===== config.mk =====
export PLATFORM = sky130hd
export DESIGN_NAME = acb_config_bank
export DESIGN_NICKNAME = d
export VERILOG_FILES = /design/src/shared/acb_pkg.sv /design/src/logic/acb_config_bank.sv
export SDC_FILE = /design/constraint.sdc
export NUM_CORES = 1
export LEC_CHECK = 0
export ABC_AREA = 1
export BUFFER_PORTS_ARGS = -buffer_cell sky130_fd_sc_hd__buf_2
export CORE_AREA = 2 2 138 106
export CTS_BUF_LIST = sky130_fd_sc_hd__clkbuf_16
export CTS_CLUSTER_DIAMETER = 80
export DETAILED_ROUTE_END_ITERATION = 7
export DIE_AREA = 0 0 140 108
export PLACE_DENSITY = 0.76
export SYNTH_ARGS = -nofsm -noshare
export SYNTH_HDL_FRONTEND = slang
export SYNTH_SLANG_ARGS = --single-unit
export TNS_END_PERCENT = 50

===== constraint.sdc =====
create_clock -name i_clk -period 1.35 [get_ports i_clk]
set_input_delay 0.135 -clock i_clk [delete_from_list [all_inputs] [get_ports i_clk]]
set_output_delay 0.135 -clock i_clk [all_outputs]
set_load 0.03 [all_outputs]

===== src/shared/acb_pkg.sv =====
/*
 * Package for the gain-control and test-mode configuration bank: register offsets,
 * field positions, reset values and the carrier structs.
 * Assumes a byte-wide configuration port with even byte offsets.
 */
// Summary of operation
// - Loop gain register holds a 7-bit fraction in bits 6:0; bit 7 unused.
// - Under override, manual gain bit 7 drives the receive RF gain output.
// - Under override, manual gain bits 6:0 feed the gain DAC instead of loop IF.
// - With polarity clear, RF bit one removes the 30dB pad, zero inserts it.
// - Continuous update lets updates run in freeze and lock only with run-on-freeze.
// - Polarity bit zero leaves RF gain output alone; one inverts it.
// - On lock, one extra final update unless the extra-update disable bit is set.
// - Lock verification runs when its bit is zero, bypassed when one.
// - Run-on-freeze keeps estimating after acquisition without changing RF or IF gain.
// - Override enable gives the manual gain register both RF and IF gain control.
// - Random I/Q bit with PN enabled feeds pseudo-random 6-bit I and Q to the loop.
// - Test-math mode makes gain adjust accumulate always and log table output mean power.
// - RF threshold holds 7-bit threshold in 6:0; bit 7 disables it.
// - Mid step is twice its field; low step is bits 3:0; applied above saturation counts.
// - Negative lock window is a 5-bit magnitude negated by the logic.
// - Second carrier-sense scale is 6-bit, used only with the dot product source.
// - Transmit power DAC gets signed bits 7:1; bit 0 unused.
// - In DAC test mode seven, bit 7 picks Barker output or low-rate samples.
// - Scrambler-disable forces all scrambler taps to zero.
// - Each PN enable initialises only after a zero write precedes a one write.
// - Converter bypass takes sample bits 5:2 from the test bus, low bits zero.
// - Loopback bypasses converters, serial input becomes lock, external signals ignored.
// - Mid and low saturation count thresholds are 4-bit counts triggering the steps.
package acb_pkg;
	localparam logic [7:0] ADDR_LOOP_GAIN = 8'h30;
	localparam logic [7:0] ADDR_MANUAL_GAIN = 8'h32;
	localparam logic [7:0] ADDR_TEST_CONTROLS = 8'h34;
	localparam logic [7:0] ADDR_RF_THRESHOLD = 8'h36;
	localparam logic [7:0] ADDR_SAT_ATTEN = 8'h38;
	localparam logic [7:0] ADDR_NEG_WINDOW = 8'h3A;
	localparam logic [7:0] ADDR_CS_SCALE = 8'h3C;
	localparam logic [7:0] ADDR_TX_POWER = 8'h3E;
	localparam logic [7:0] ADDR_TEST_FIRST = 8'h40;
	localparam logic [7:0] ADDR_TEST_SECOND = 8'h42;
	localparam logic [7:0] ADDR_TEST_BUS_SEL = 8'h44;
	localparam logic [7:0] ADDR_MF_THRESHOLD = 8'h46;
	localparam logic [7:0] REG_RESET = 8'h00;
	localparam logic [7:0] UNMAPPED_READ = 8'h00;
	// Test controls bits.
	localparam int TC_CONTINUOUS = 7;
	localparam int TC_POLARITY = 6;
	localparam int TC_EXTRA_OFF = 5;
	localparam int TC_VERIFY_OFF = 4;
	localparam int TC_RUN_FREEZE = 3;
	localparam int TC_OVERRIDE = 2;
	localparam int TC_RANDOM_IQ = 1;
	localparam int TC_TEST_MATH = 0;
	// Test modes first bits.
	localparam int TF_DAC_SEL7 = 7;
	localparam int TF_HIGH_RATE = 6;
	localparam int TF_TX44 = 5;
	localparam int TF_BUS_INPUTS = 4;
	localparam int TF_NO_SPREAD = 3;
	localparam int TF_SCRAMBLE_OFF = 2;
	localparam int TF_PN44 = 1;
	localparam int TF_PN22 = 0;
	// Test modes second bits.
	localparam int TS_DC_OFF = 5;
	localparam int TS_ADC_BYPASS = 4;
	localparam int TS_TIME_ADJ_OFF = 3;
	localparam int TS_LOOPBACK = 2;
	localparam int TS_PN_BUS_LOW = 1;
	localparam int TS_PN_BUS_HIGH = 0;
	localparam int MSB = 7;
	localparam int SAMPLE_W = 6;
	localparam logic [6:0] PN_SEED = 7'h7F;

	typedef struct packed {
		logic [7:0] addr;
		logic [7:0] wdata;
		logic wr;
		logic rd;
	} acb_bus_req_type;

	typedef struct packed {
		logic [SAMPLE_W-1:0] i;
		logic [SAMPLE_W-1:0] q;
	} acb_iq_type;

	typedef struct packed {
		logic continuous_update;
		logic extra_update;
		logic lock_verify;
		logic run_on_freeze;
		logic random_iq;
		logic test_math;
		logic [6:0] loop_gain;
		logic [6:0] threshold;
		logic threshold_disable;
		logic [4:0] mid_step;
		logic [3:0] low_step;
		logic [5:0] neg_window;
		logic [5:0] cs2_scale;
	} acb_agc_cfg_type;

	typedef struct packed {
		logic dac_sel7_low_rate;
		logic force_high_rate;
		logic tx44_enable;
		logic bus_inputs;
		logic spread_disable;
		logic scrambler_taps_off;
		logic dc_offset_disable;
		logic time_adjust_disable;
		logic pn_bus_low;
		logic pn_bus_high;
		logic [7:0] test_bus_address;
		logic [7:0] mf_threshold;
	} acb_test_cfg_type;
endpackage : acb_pkg


===== src/logic/acb_config_bank.sv =====
/*
 * Gain-control and test-mode configuration bank with its output steering: manual
 * gain override, RF polarity, PN test data, converter bypass and loopback muxing.
 * Assumes the host strobes are synchronous to i_clk, one cycle long and never together.
 */
`timescale 1ns/10ps
`default_nettype none
module acb_config_bank
	import acb_pkg::*;
(
	// Clock and reset.
	input wire logic i_clk,
	input wire logic i_reset_n,
	// Configuration port.
	input wire logic [7:0] i_addr,
	input wire logic [7:0] i_wdata,
	input wire logic i_wr,
	input wire logic i_rd,
	output logic [7:0] o_rdata,
	// Gain loop results and front-end samples.
	input wire logic i_loop_rf_gain,
	input wire logic [6:0] i_loop_if_gain,
	input wire logic [5:0] i_adc_i,
	input wire logic [5:0] i_adc_q,
	input wire logic [7:0] i_test_bus_input,
	input wire logic i_serial_input_pin,
	input wire logic i_ext_lock,
	input wire logic i_acquired,
	input wire logic i_gain_loop_locked,
	// Gain outputs.
	output logic o_receive_rf_gain_output,
	output logic [6:0] o_if_gain_dac,
	output logic o_gain_update_enable,
	output logic o_estimate_update_enable,
	output logic o_extra_update_pulse,
	output logic [6:0] o_tx_power_dac,
	// Data path steering.
	output acb_iq_type o_agc_iq,
	output logic o_acq_lock,
	output logic o_dac_low_rate_select,
	output logic o_pn44_init,
	output logic o_pn22_init,
	output logic o_pn44_run,
	output logic o_pn22_run,
	output logic o_loopback,
	output logic [6:0] o_neg_window,
	output acb_agc_cfg_type o_agc_cfg,
	output acb_test_cfg_type o_test_cfg
);
	typedef struct packed {
		logic [7:0] loop_gain;
		logic [7:0] manual_gain;
		logic [7:0] test_controls;
		logic [7:0] rf_threshold;
		logic [7:0] sat_atten;
		logic [7:0] neg_window;
		logic [7:0] cs_scale;
		logic [7:0] tx_power;
		logic [7:0] test_first;
		logic [7:0] test_second;
		logic [7:0] test_bus_sel;
		logic [7:0] mf_threshold;
		logic [7:0] rdata;
		logic [6:0] pn_state;
		logic pn44_armed;
		logic pn22_armed;
		logic pn44_init;
		logic pn22_init;
		logic locked_d;
		logic extra_pulse;
	} acb_state_type;

	acb_state_type state;
	acb_state_type next_state;
	acb_bus_req_type req;

	// Seven-bit maximal-length shift for the test pattern source.
	function automatic logic [6:0] pn_step(input logic [6:0] s);
		pn_step = {s[5:0], s[6] ^ s[5]};
	endfunction : pn_step

	always_comb begin
		req = '{addr: i_addr, wdata: i_wdata, wr: i_wr, rd: i_rd};
	end

	always_comb begin
		next_state = state;
		next_state.pn44_init = 1'b0;
		next_state.pn22_init = 1'b0;
		if (req.wr) begin
			case (req.addr)
				ADDR_LOOP_GAIN: next_state.loop_gain = req.wdata;
				ADDR_MANUAL_GAIN: next_state.manual_gain = req.wdata;
				ADDR_TEST_CONTROLS: next_state.test_controls = req.wdata;
				ADDR_RF_THRESHOLD: next_state.rf_threshold = req.wdata;
				ADDR_SAT_ATTEN: next_state.sat_atten = req.wdata;
				ADDR_NEG_WINDOW: next_state.neg_window = req.wdata;
				ADDR_CS_SCALE: next_state.cs_scale = req.wdata;
				ADDR_TX_POWER: next_state.tx_power = req.wdata;
				ADDR_TEST_FIRST: begin
					next_state.test_first = req.wdata;
					// A zero write arms, a following one write starts the generator.
					if (!req.wdata[TF_PN44]) begin
						next_state.pn44_armed = 1'b1;
					end else if (state.pn44_armed) begin
						next_state.pn44_armed = 1'b0;
						next_state.pn44_init = 1'b1;
					end
					if (!req.wdata[TF_PN22]) begin
						next_state.pn22_armed = 1'b1;
					end else if (state.pn22_armed) begin
						next_state.pn22_armed = 1'b0;
						next_state.pn22_init = 1'b1;
					end
				end
				ADDR_TEST_SECOND: next_state.test_second = req.wdata;
				ADDR_TEST_BUS_SEL: next_state.test_bus_sel = req.wdata;
				ADDR_MF_THRESHOLD: next_state.mf_threshold = req.wdata;
				default: begin
				end
			endcase
		end
		next_state.rdata = UNMAPPED_READ;
		if (req.rd) begin
			case (req.addr)
				ADDR_LOOP_GAIN: next_state.rdata = state.loop_gain;
				ADDR_MANUAL_GAIN: next_state.rdata = state.manual_gain;
				ADDR_TEST_CONTROLS: next_state.rdata = state.test_controls;
				ADDR_RF_THRESHOLD: next_state.rdata = state.rf_threshold;
				ADDR_SAT_ATTEN: next_state.rdata = state.sat_atten;
				ADDR_NEG_WINDOW: next_state.rdata = state.neg_window;
				ADDR_CS_SCALE: next_state.rdata = state.cs_scale;
				ADDR_TX_POWER: next_state.rdata = state.tx_power;
				ADDR_TEST_FIRST: next_state.rdata = state.test_first;
				ADDR_TEST_SECOND: next_state.rdata = state.test_second;
				ADDR_TEST_BUS_SEL: next_state.rdata = state.test_bus_sel;
				ADDR_MF_THRESHOLD: next_state.rdata = state.mf_threshold;
				default: next_state.rdata = UNMAPPED_READ;
			endcase
		end
		// The pattern restarts on init so both ends of a loop test see one sequence.
		if (state.pn44_init || state.pn22_init) begin
			next_state.pn_state = PN_SEED;
		end else if (state.test_first[TF_PN44] || state.test_first[TF_PN22]) begin
			next_state.pn_state = pn_step(state.pn_state);
		end
		next_state.locked_d = i_gain_loop_locked;
		next_state.extra_pulse = i_gain_loop_locked && !state.locked_d
			&& !state.test_controls[TC_EXTRA_OFF];
	end

	always_ff @(posedge i_clk or negedge i_reset_n) begin
		if (!i_reset_n) begin
			state <= '0;
		end else begin
			state <= next_state;
		end
	end

	logic override;
	logic pn_on;
	logic frozen;
	logic rf_raw;
	always_comb begin
		override = state.test_controls[TC_OVERRIDE];
		pn_on = state.test_first[TF_PN44] || state.test_first[TF_PN22];
		frozen = i_acquired || i_gain_loop_locked;
		// RF control chooses manual bit or loop, then polarity applies to either.
		rf_raw = override ? state.manual_gain[MSB] : i_loop_rf_gain;
		o_receive_rf_gain_output = rf_raw ^ state.test_controls[TC_POLARITY];
		o_if_gain_dac = override ? state.manual_gain[6:0] : i_loop_if_gain;
		// With override clear, gains move while acquiring, or afterwards only with both freeze bits set.
		o_gain_update_enable = !override && (!frozen
			|| (state.test_controls[TC_CONTINUOUS]
			&& state.test_controls[TC_RUN_FREEZE]));
		o_estimate_update_enable = !frozen || state.test_controls[TC_RUN_FREEZE];
		o_extra_update_pulse = state.extra_pulse;
		o_tx_power_dac = state.tx_power[7:1];
		o_loopback = state.test_second[TS_LOOPBACK];
		o_acq_lock = o_loopback ? i_serial_input_pin : i_ext_lock;
		if (o_loopback) begin
			o_agc_iq = '0;
		end else if (state.test_second[TS_ADC_BYPASS]) begin
			o_agc_iq.i = {i_test_bus_input[3:0], 2'b00};
			o_agc_iq.q = {i_test_bus_input[7:4], 2'b00};
		end else if (state.test_controls[TC_RANDOM_IQ] && pn_on) begin
			o_agc_iq.i = state.pn_state[5:0];
			o_agc_iq.q = {state.pn_state[0], state.pn_state[6:2]};
		end else begin
			o_agc_iq.i = i_adc_i;
			o_agc_iq.q = i_adc_q;
		end
		o_dac_low_rate_select = state.test_first[TF_DAC_SEL7];
		o_pn44_init = state.pn44_init;
		o_pn22_init = state.pn22_init;
		o_pn44_run = state.test_first[TF_PN44];
		o_pn22_run = state.test_first[TF_PN22];
		o_neg_window = 7'(-$signed({2'b00, state.neg_window[4:0]}));
		o_agc_cfg.continuous_update = state.test_controls[TC_CONTINUOUS]
			&& state.test_controls[TC_RUN_FREEZE];
		o_agc_cfg.extra_update = !state.test_controls[TC_EXTRA_OFF];
		o_agc_cfg.lock_verify = !state.test_controls[TC_VERIFY_OFF];
		o_agc_cfg.run_on_freeze = state.test_controls[TC_RUN_FREEZE];
		o_agc_cfg.random_iq = state.test_controls[TC_RANDOM_IQ] && pn_on;
		o_agc_cfg.test_math = state.test_controls[TC_TEST_MATH];
		o_agc_cfg.loop_gain = state.loop_gain[6:0];
		o_agc_cfg.threshold = state.rf_threshold[6:0];
		o_agc_cfg.threshold_disable = state.rf_threshold[MSB];
		o_agc_cfg.mid_step = {state.sat_atten[7:4], 1'b0};
		o_agc_cfg.low_step = state.sat_atten[3:0];
		o_agc_cfg.neg_window = {1'b0, state.neg_window[4:0]};
		o_agc_cfg.cs2_scale = state.cs_scale[5:0];
		o_test_cfg.dac_sel7_low_rate = state.test_first[TF_DAC_SEL7];
		o_test_cfg.force_high_rate = state.test_first[TF_HIGH_RATE];
		o_test_cfg.tx44_enable = state.test_first[TF_TX44];
		o_test_cfg.bus_inputs = state.test_first[TF_BUS_INPUTS];
		o_test_cfg.spread_disable = state.test_first[TF_NO_SPREAD];
		o_test_cfg.scrambler_taps_off = state.test_first[TF_SCRAMBLE_OFF];
		o_test_cfg.dc_offset_disable = state.test_second[TS_DC_OFF];
		o_test_cfg.time_adjust_disable = state.test_second[TS_TIME_ADJ_OFF];
		o_test_cfg.pn_bus_low = state.test_second[TS_PN_BUS_LOW];
		o_test_cfg.pn_bus_high = state.test_second[TS_PN_BUS_HIGH];
		o_test_cfg.test_bus_address = state.test_bus_sel;
		o_test_cfg.mf_threshold = state.mf_threshold;
		o_rdata = state.rdata;
	end
endmodule : acb_config_bank
`default_nettype wire


# Word-level counts from Yosys, hierarchy flattened
# Index checks and enable logic that the tools add are counted.
# Widths: inputs -> output; s select.
[classes]
mux = 18
n_eq_ne = 12
n_reduce_logical = 28
bitwise = 2
n_addsub = 1
[ops]
columns = ["op", "n"]
rows = [
  ["$pmux 8 s12", 1],
  ["$eq 8x6->1 const B", 8],
  ["$mux 12", 3],
  ["$eq 8x7->1 const B", 4],
  ["$reduce_and 2->1", 12],
  ["$mux 7", 3],
  ["$mux 1", 8],
  ["$mux 8", 1],
  ["$neg 5->7", 1],
  ["$logic_and 1x1->1", 5],
  ["$logic_not 1->1", 5],
  ["$logic_or 1x1->1", 5],
  ["$mux 2", 2],
  ["$reduce_bool 2->1", 1],
  ["$xor 1x1->1", 2],
]
[word_totals]
output_inout_bits = 120
register_bits = 117
input_bits = 52
word_cells = 81

# Logic depth before layout (Yosys ltp)
[depth]
ltp_word = 5
ltp_mapped = 11
depth_no_buf = 9

# Worst setup path after synthesis
# Ideal clock, no wire load.
[synth_timing]
kind = "register to output"
from = "register state (netlist bit o_pn22_run)"
to = "output o_agc_iq[4] (netlist bit)"
t_required_ns = 1.215
stages_incl_launch_ff = 5
t_arrival_ns = 1.940
n_path_buf = 0
path_slack_ns = -0.725
path_cell_list = "dfrtp_1 nor2_1 nor2_2 o21ai_0 o21ai_0"
[synth_rtl]
columns = ["item", "line", "source"]
rows = [
  ["from (decl)", "acb_config_bank.sv:73", "acb_state_type state;"],
  ["from (signal assigned)", "acb_config_bank.sv:156", "state <= next_state;"],
  ["to (decl)", "acb_config_bank.sv:38", "output acb_iq_type o_agc_iq,"],
]

==> results.cfg <==
[sta]
layout_worst_path_cycle_share = 1.325
final_critical_path_setup_slack_ps = -439.2
finClkSkew_ps = 8.504
pin_slew_with_the_least_headroom_to_its_limit_ps = 545.7
slew-limit-headroom = 0.6358
final-setup-viol-count = 31
timing_hold_violations_final = 0
layout_min_cycle_time_ps = 1789
max_freq_mhz = 558.9
finalMaxSlewViolations = 0
setup_repair_after_global_routing_missed_its_margin = true

[placed_design]
place.detailed.hpwl_um = 14840
pre_cts_slack_ps = -140.3
dp.cells = 1098
port_buffers = 169
place_congestion = 0.8887

[grt]
antenna_found_initial = 0
globalRouteTotalUtil = 0.2851
globalRoute.totalOverflow = 0
maximum_number_of_pins_on_one_net_before_global_route_repair = 53
grt_first_pass_wirelength_um = 32550
grt_pass1_vias = 5911

[synth]
post_synth_inst_count = 798
predominant_post_synthesis_flop_cell = dfrtp_1
ys_seq_area_frac = 0.4488
netlist_area_um2 = 6524
synth.avg_cell_area_um2 = 8.175
yosys-top-cells-area = dfrtp_1, nand2_1, buf_4
post-synth-top-area-cell = dfrtp_1
synthDistinctLibCells = 33
asyncSetResetFlopFracSynth = 1.000
synth.yosys.warnings = 0
yosysTopAreaCellShare = 0.4488
synth_seq_cells = 117
synth_edf_count = 0

[routing]
drt.antenna.violating_nets = 0
num_vias = 6165
routed_wirelength_um = 21440
initialDrtViolationCount = 587
first_pass_iteration_count_of_the_detailed_router = 8
route.detailed.drc = 19
detail_routed_net_length_per_standard_cell_um = 18.69
vias_per_cell = 5.375

[final_layout]
layout.cells.most_common = nand2_1
sequential_cell_area_um2 = 2934
final_nets = 1012
multi_input_comb_area_um2 = 2882
signed_area_change_from_the_synthesized_netlist_to_the_final_layout_pct = 35.40
layout.cells.most_common_list = nand2_1, buf_2, dfrtp_1
fill_cells = 1155
n_antenna_cell = 0
drive_gt1_frac = 0.3714
finish.utilization = 0.6468
final_cells = 1147

[cts]
clockRootBuffer = clkbuf_16
cts.sink_count = 117
clock_tree.htree_level_count = 4
cts_tree = yes
cts.clk_slew.worst_paths_ps = 60
cts-root-to-sink-buffers = 2
cts_inserted_buffers = 17
worstSkewPairLatency_ps = 410

[floorplan]
row_count = 37
floorplan.initialDensity = 0.4777
boundaryPins = 172
die-area_um2 = 15120
chipWidth_um = 140
core_um2 = 13660
chipHeight_um = 108

[critical_path]
cp.buffers_inverters = 3
timing.critical_path.to_type = primary output
cp.arrival_ps = 1650
timing.critical_path.required_ps = 1220
crit_path_cell_trace = nor2_4 > nor2_4 > buf_4 > buf_6 > o21ai_2 > o21ai_2 > buf_6
number_of_gates_on_the_worst_path_with_buffers_counted = 7
worstSetupPathType = register to primary output
critical-path-top-delay-family = buffers and inverters
worst_path_largest_cell_delay_ps = 380
worst_setup_path_start_kind = register
crit_fanout = 4
cpMaxStageDelayCell = dfrtp_2
r2r_cells = 6

[flow_run]
max_cap_viol_count = 0

[power]
ir_worst_vdd_uv = 1076
leakage_nw = 4.536
totalPowerFinal_mw = 11.07
p_per_area_nw_per_um2 = 1254

[worst_hold_path]
worstHoldPathType = primary input to register
hold_depth = 3

[outcome]
failed_checks = DRC, setup timing
status = finished, violations left
## repair_timing
| action | CTS | global route |
|---|---|---|
| resized for setup | 105 | 18 |
| hold buffers | 8 | 0 |
| pin swaps | 9 | 8 |
| buffers inserted | 6 | 3 |
| gates cloned | 1 | 0 |
| hold endpoints to repair | 127 | 0 |
| endpoints found under the setup margin | 31 | 32 |
## report_power, final
group	leakage (nW)	total, mW	internal, mW	switching, mW
Clock	0.319	5.08	3.44	1.64
Combinational	2.72	1.86	0.678	1.18
Sequential	1.50	4.13	3.83	0.301
Total	4.54	11.1	7.95	3.12
## worst reg2reg max path, delay by kind of cell (launching register included)
kind	cells	cell delay, ps
flip-flops	1	420
AO/OA/AOI/OAI	1	120
buffers and inverters	3	370
AND/OR/NAND/NOR	2	200
## stage by stage
step / setup TNS (ps) / hold slack, ps / instance area, um^2
2_1_floorplan: -2133 / -160.6 / 6665
3_3_place_gp: -2148 / 32.30 / 7646
3_5_place_dp: -4454 / 39.38 / 7646
4_1_cts: -7330 / 9.901 / 8746
5_1_grt: -9197 / 9.469 / 8833
6_report: -7683 / 10.80 / 8833
## state kept, by name, indices dropped and copies added, names as in the netlist
signal / flops
o_extra_update_pulse: 1
state: 33
o_tx_power_dac: 7
o_rdata: 8
o_dac_low_rate_select: 1
o_agc_cfg: 36
o_pn44_run: 1
override: 1
o_pn22_run: 1
o_pn22_init: 1
o_pn44_init: 1
o_test_cfg: 25
o_loopback: 1
## Yosys cell counts, types with 2 or more instances
cell type and n:
inv_1 52, nand3_2 2, a31oi_1 5, nand2_1 187, buf_6 4, o21ai_0 43, o21ai_1 4, nor2_1 49
o211ai_1 2, nand3_1 110, nor4_4 6, inv_2 4, xor2_1 2, buf_4 84, xnor2_1 3, a21oi_1 14
clkinv_1 4, clkbuf_1 12, nor2_2 7, nor2_4 3, o21a_1 57, a22oi_1 4, buf_2 14, dfrtp_1 117
## cell families after synthesis
| logic type | share of synthesized area |
|---|---|
| other cells | 0.0005748 |
| xor+xnor | 0.006714 |
| flops | 0.4488 |
| compound gates | 0.1250 |
| buf+inv | 0.1557 |
| fa+ha+maj | 0.001918 |
| simple gates | 0.2612 |
## area by class of cell
cell class              count  area share
repair buffers            254      0.2133
inverters                  60     0.02748
flip-flops and latches    117      0.3322
clock buffers              17     0.04816
well taps                 175     0.02479
clock inverters            15     0.02663
multi-input cells         508      0.3262
repair inverters            1    0.001275
## layer usage
metal | up-vias | track usage | part of all wire
li1 | 2859 | - | -
met1 | 2962 | 0.3956 | 0.44
met4 | 0 | 0.08009 | 0.020
met3 | 35 | 0.06732 | 0.088
met5 | - | 0 | 0
met2 | 309 | 0.4529 | 0.46
## final timing paths
| path | start | endpoint | slack, ps |
|---|---|---|---|
| setup / recovery | o_pn44_run$_DFFE_PN0P_ | o_agc_iq[4] | -440 |
| hold / removal | i_wdata[2] | o_agc_cfg[8]$_DFFE_PN0P_ | 10 |
| setup reg to reg | o_pn44_run$_DFFE_PN0P_ | state[10]$_DFFE_PN0P_ | 130 |
| hold reg to reg | state[1]$_DFF_PN0_ | o_extra_update_pulse$_DFF_PN0_ | 410 |
| max in group asynchronous | i_reset_n | o_loopback$_DFFE_PN0P_ | 610 |
| min in group asynchronous | i_reset_n | o_test_cfg[11]$_DFFE_PN0P_ | 150 |
Note: power is estimated with default switching activity, not from simulation.
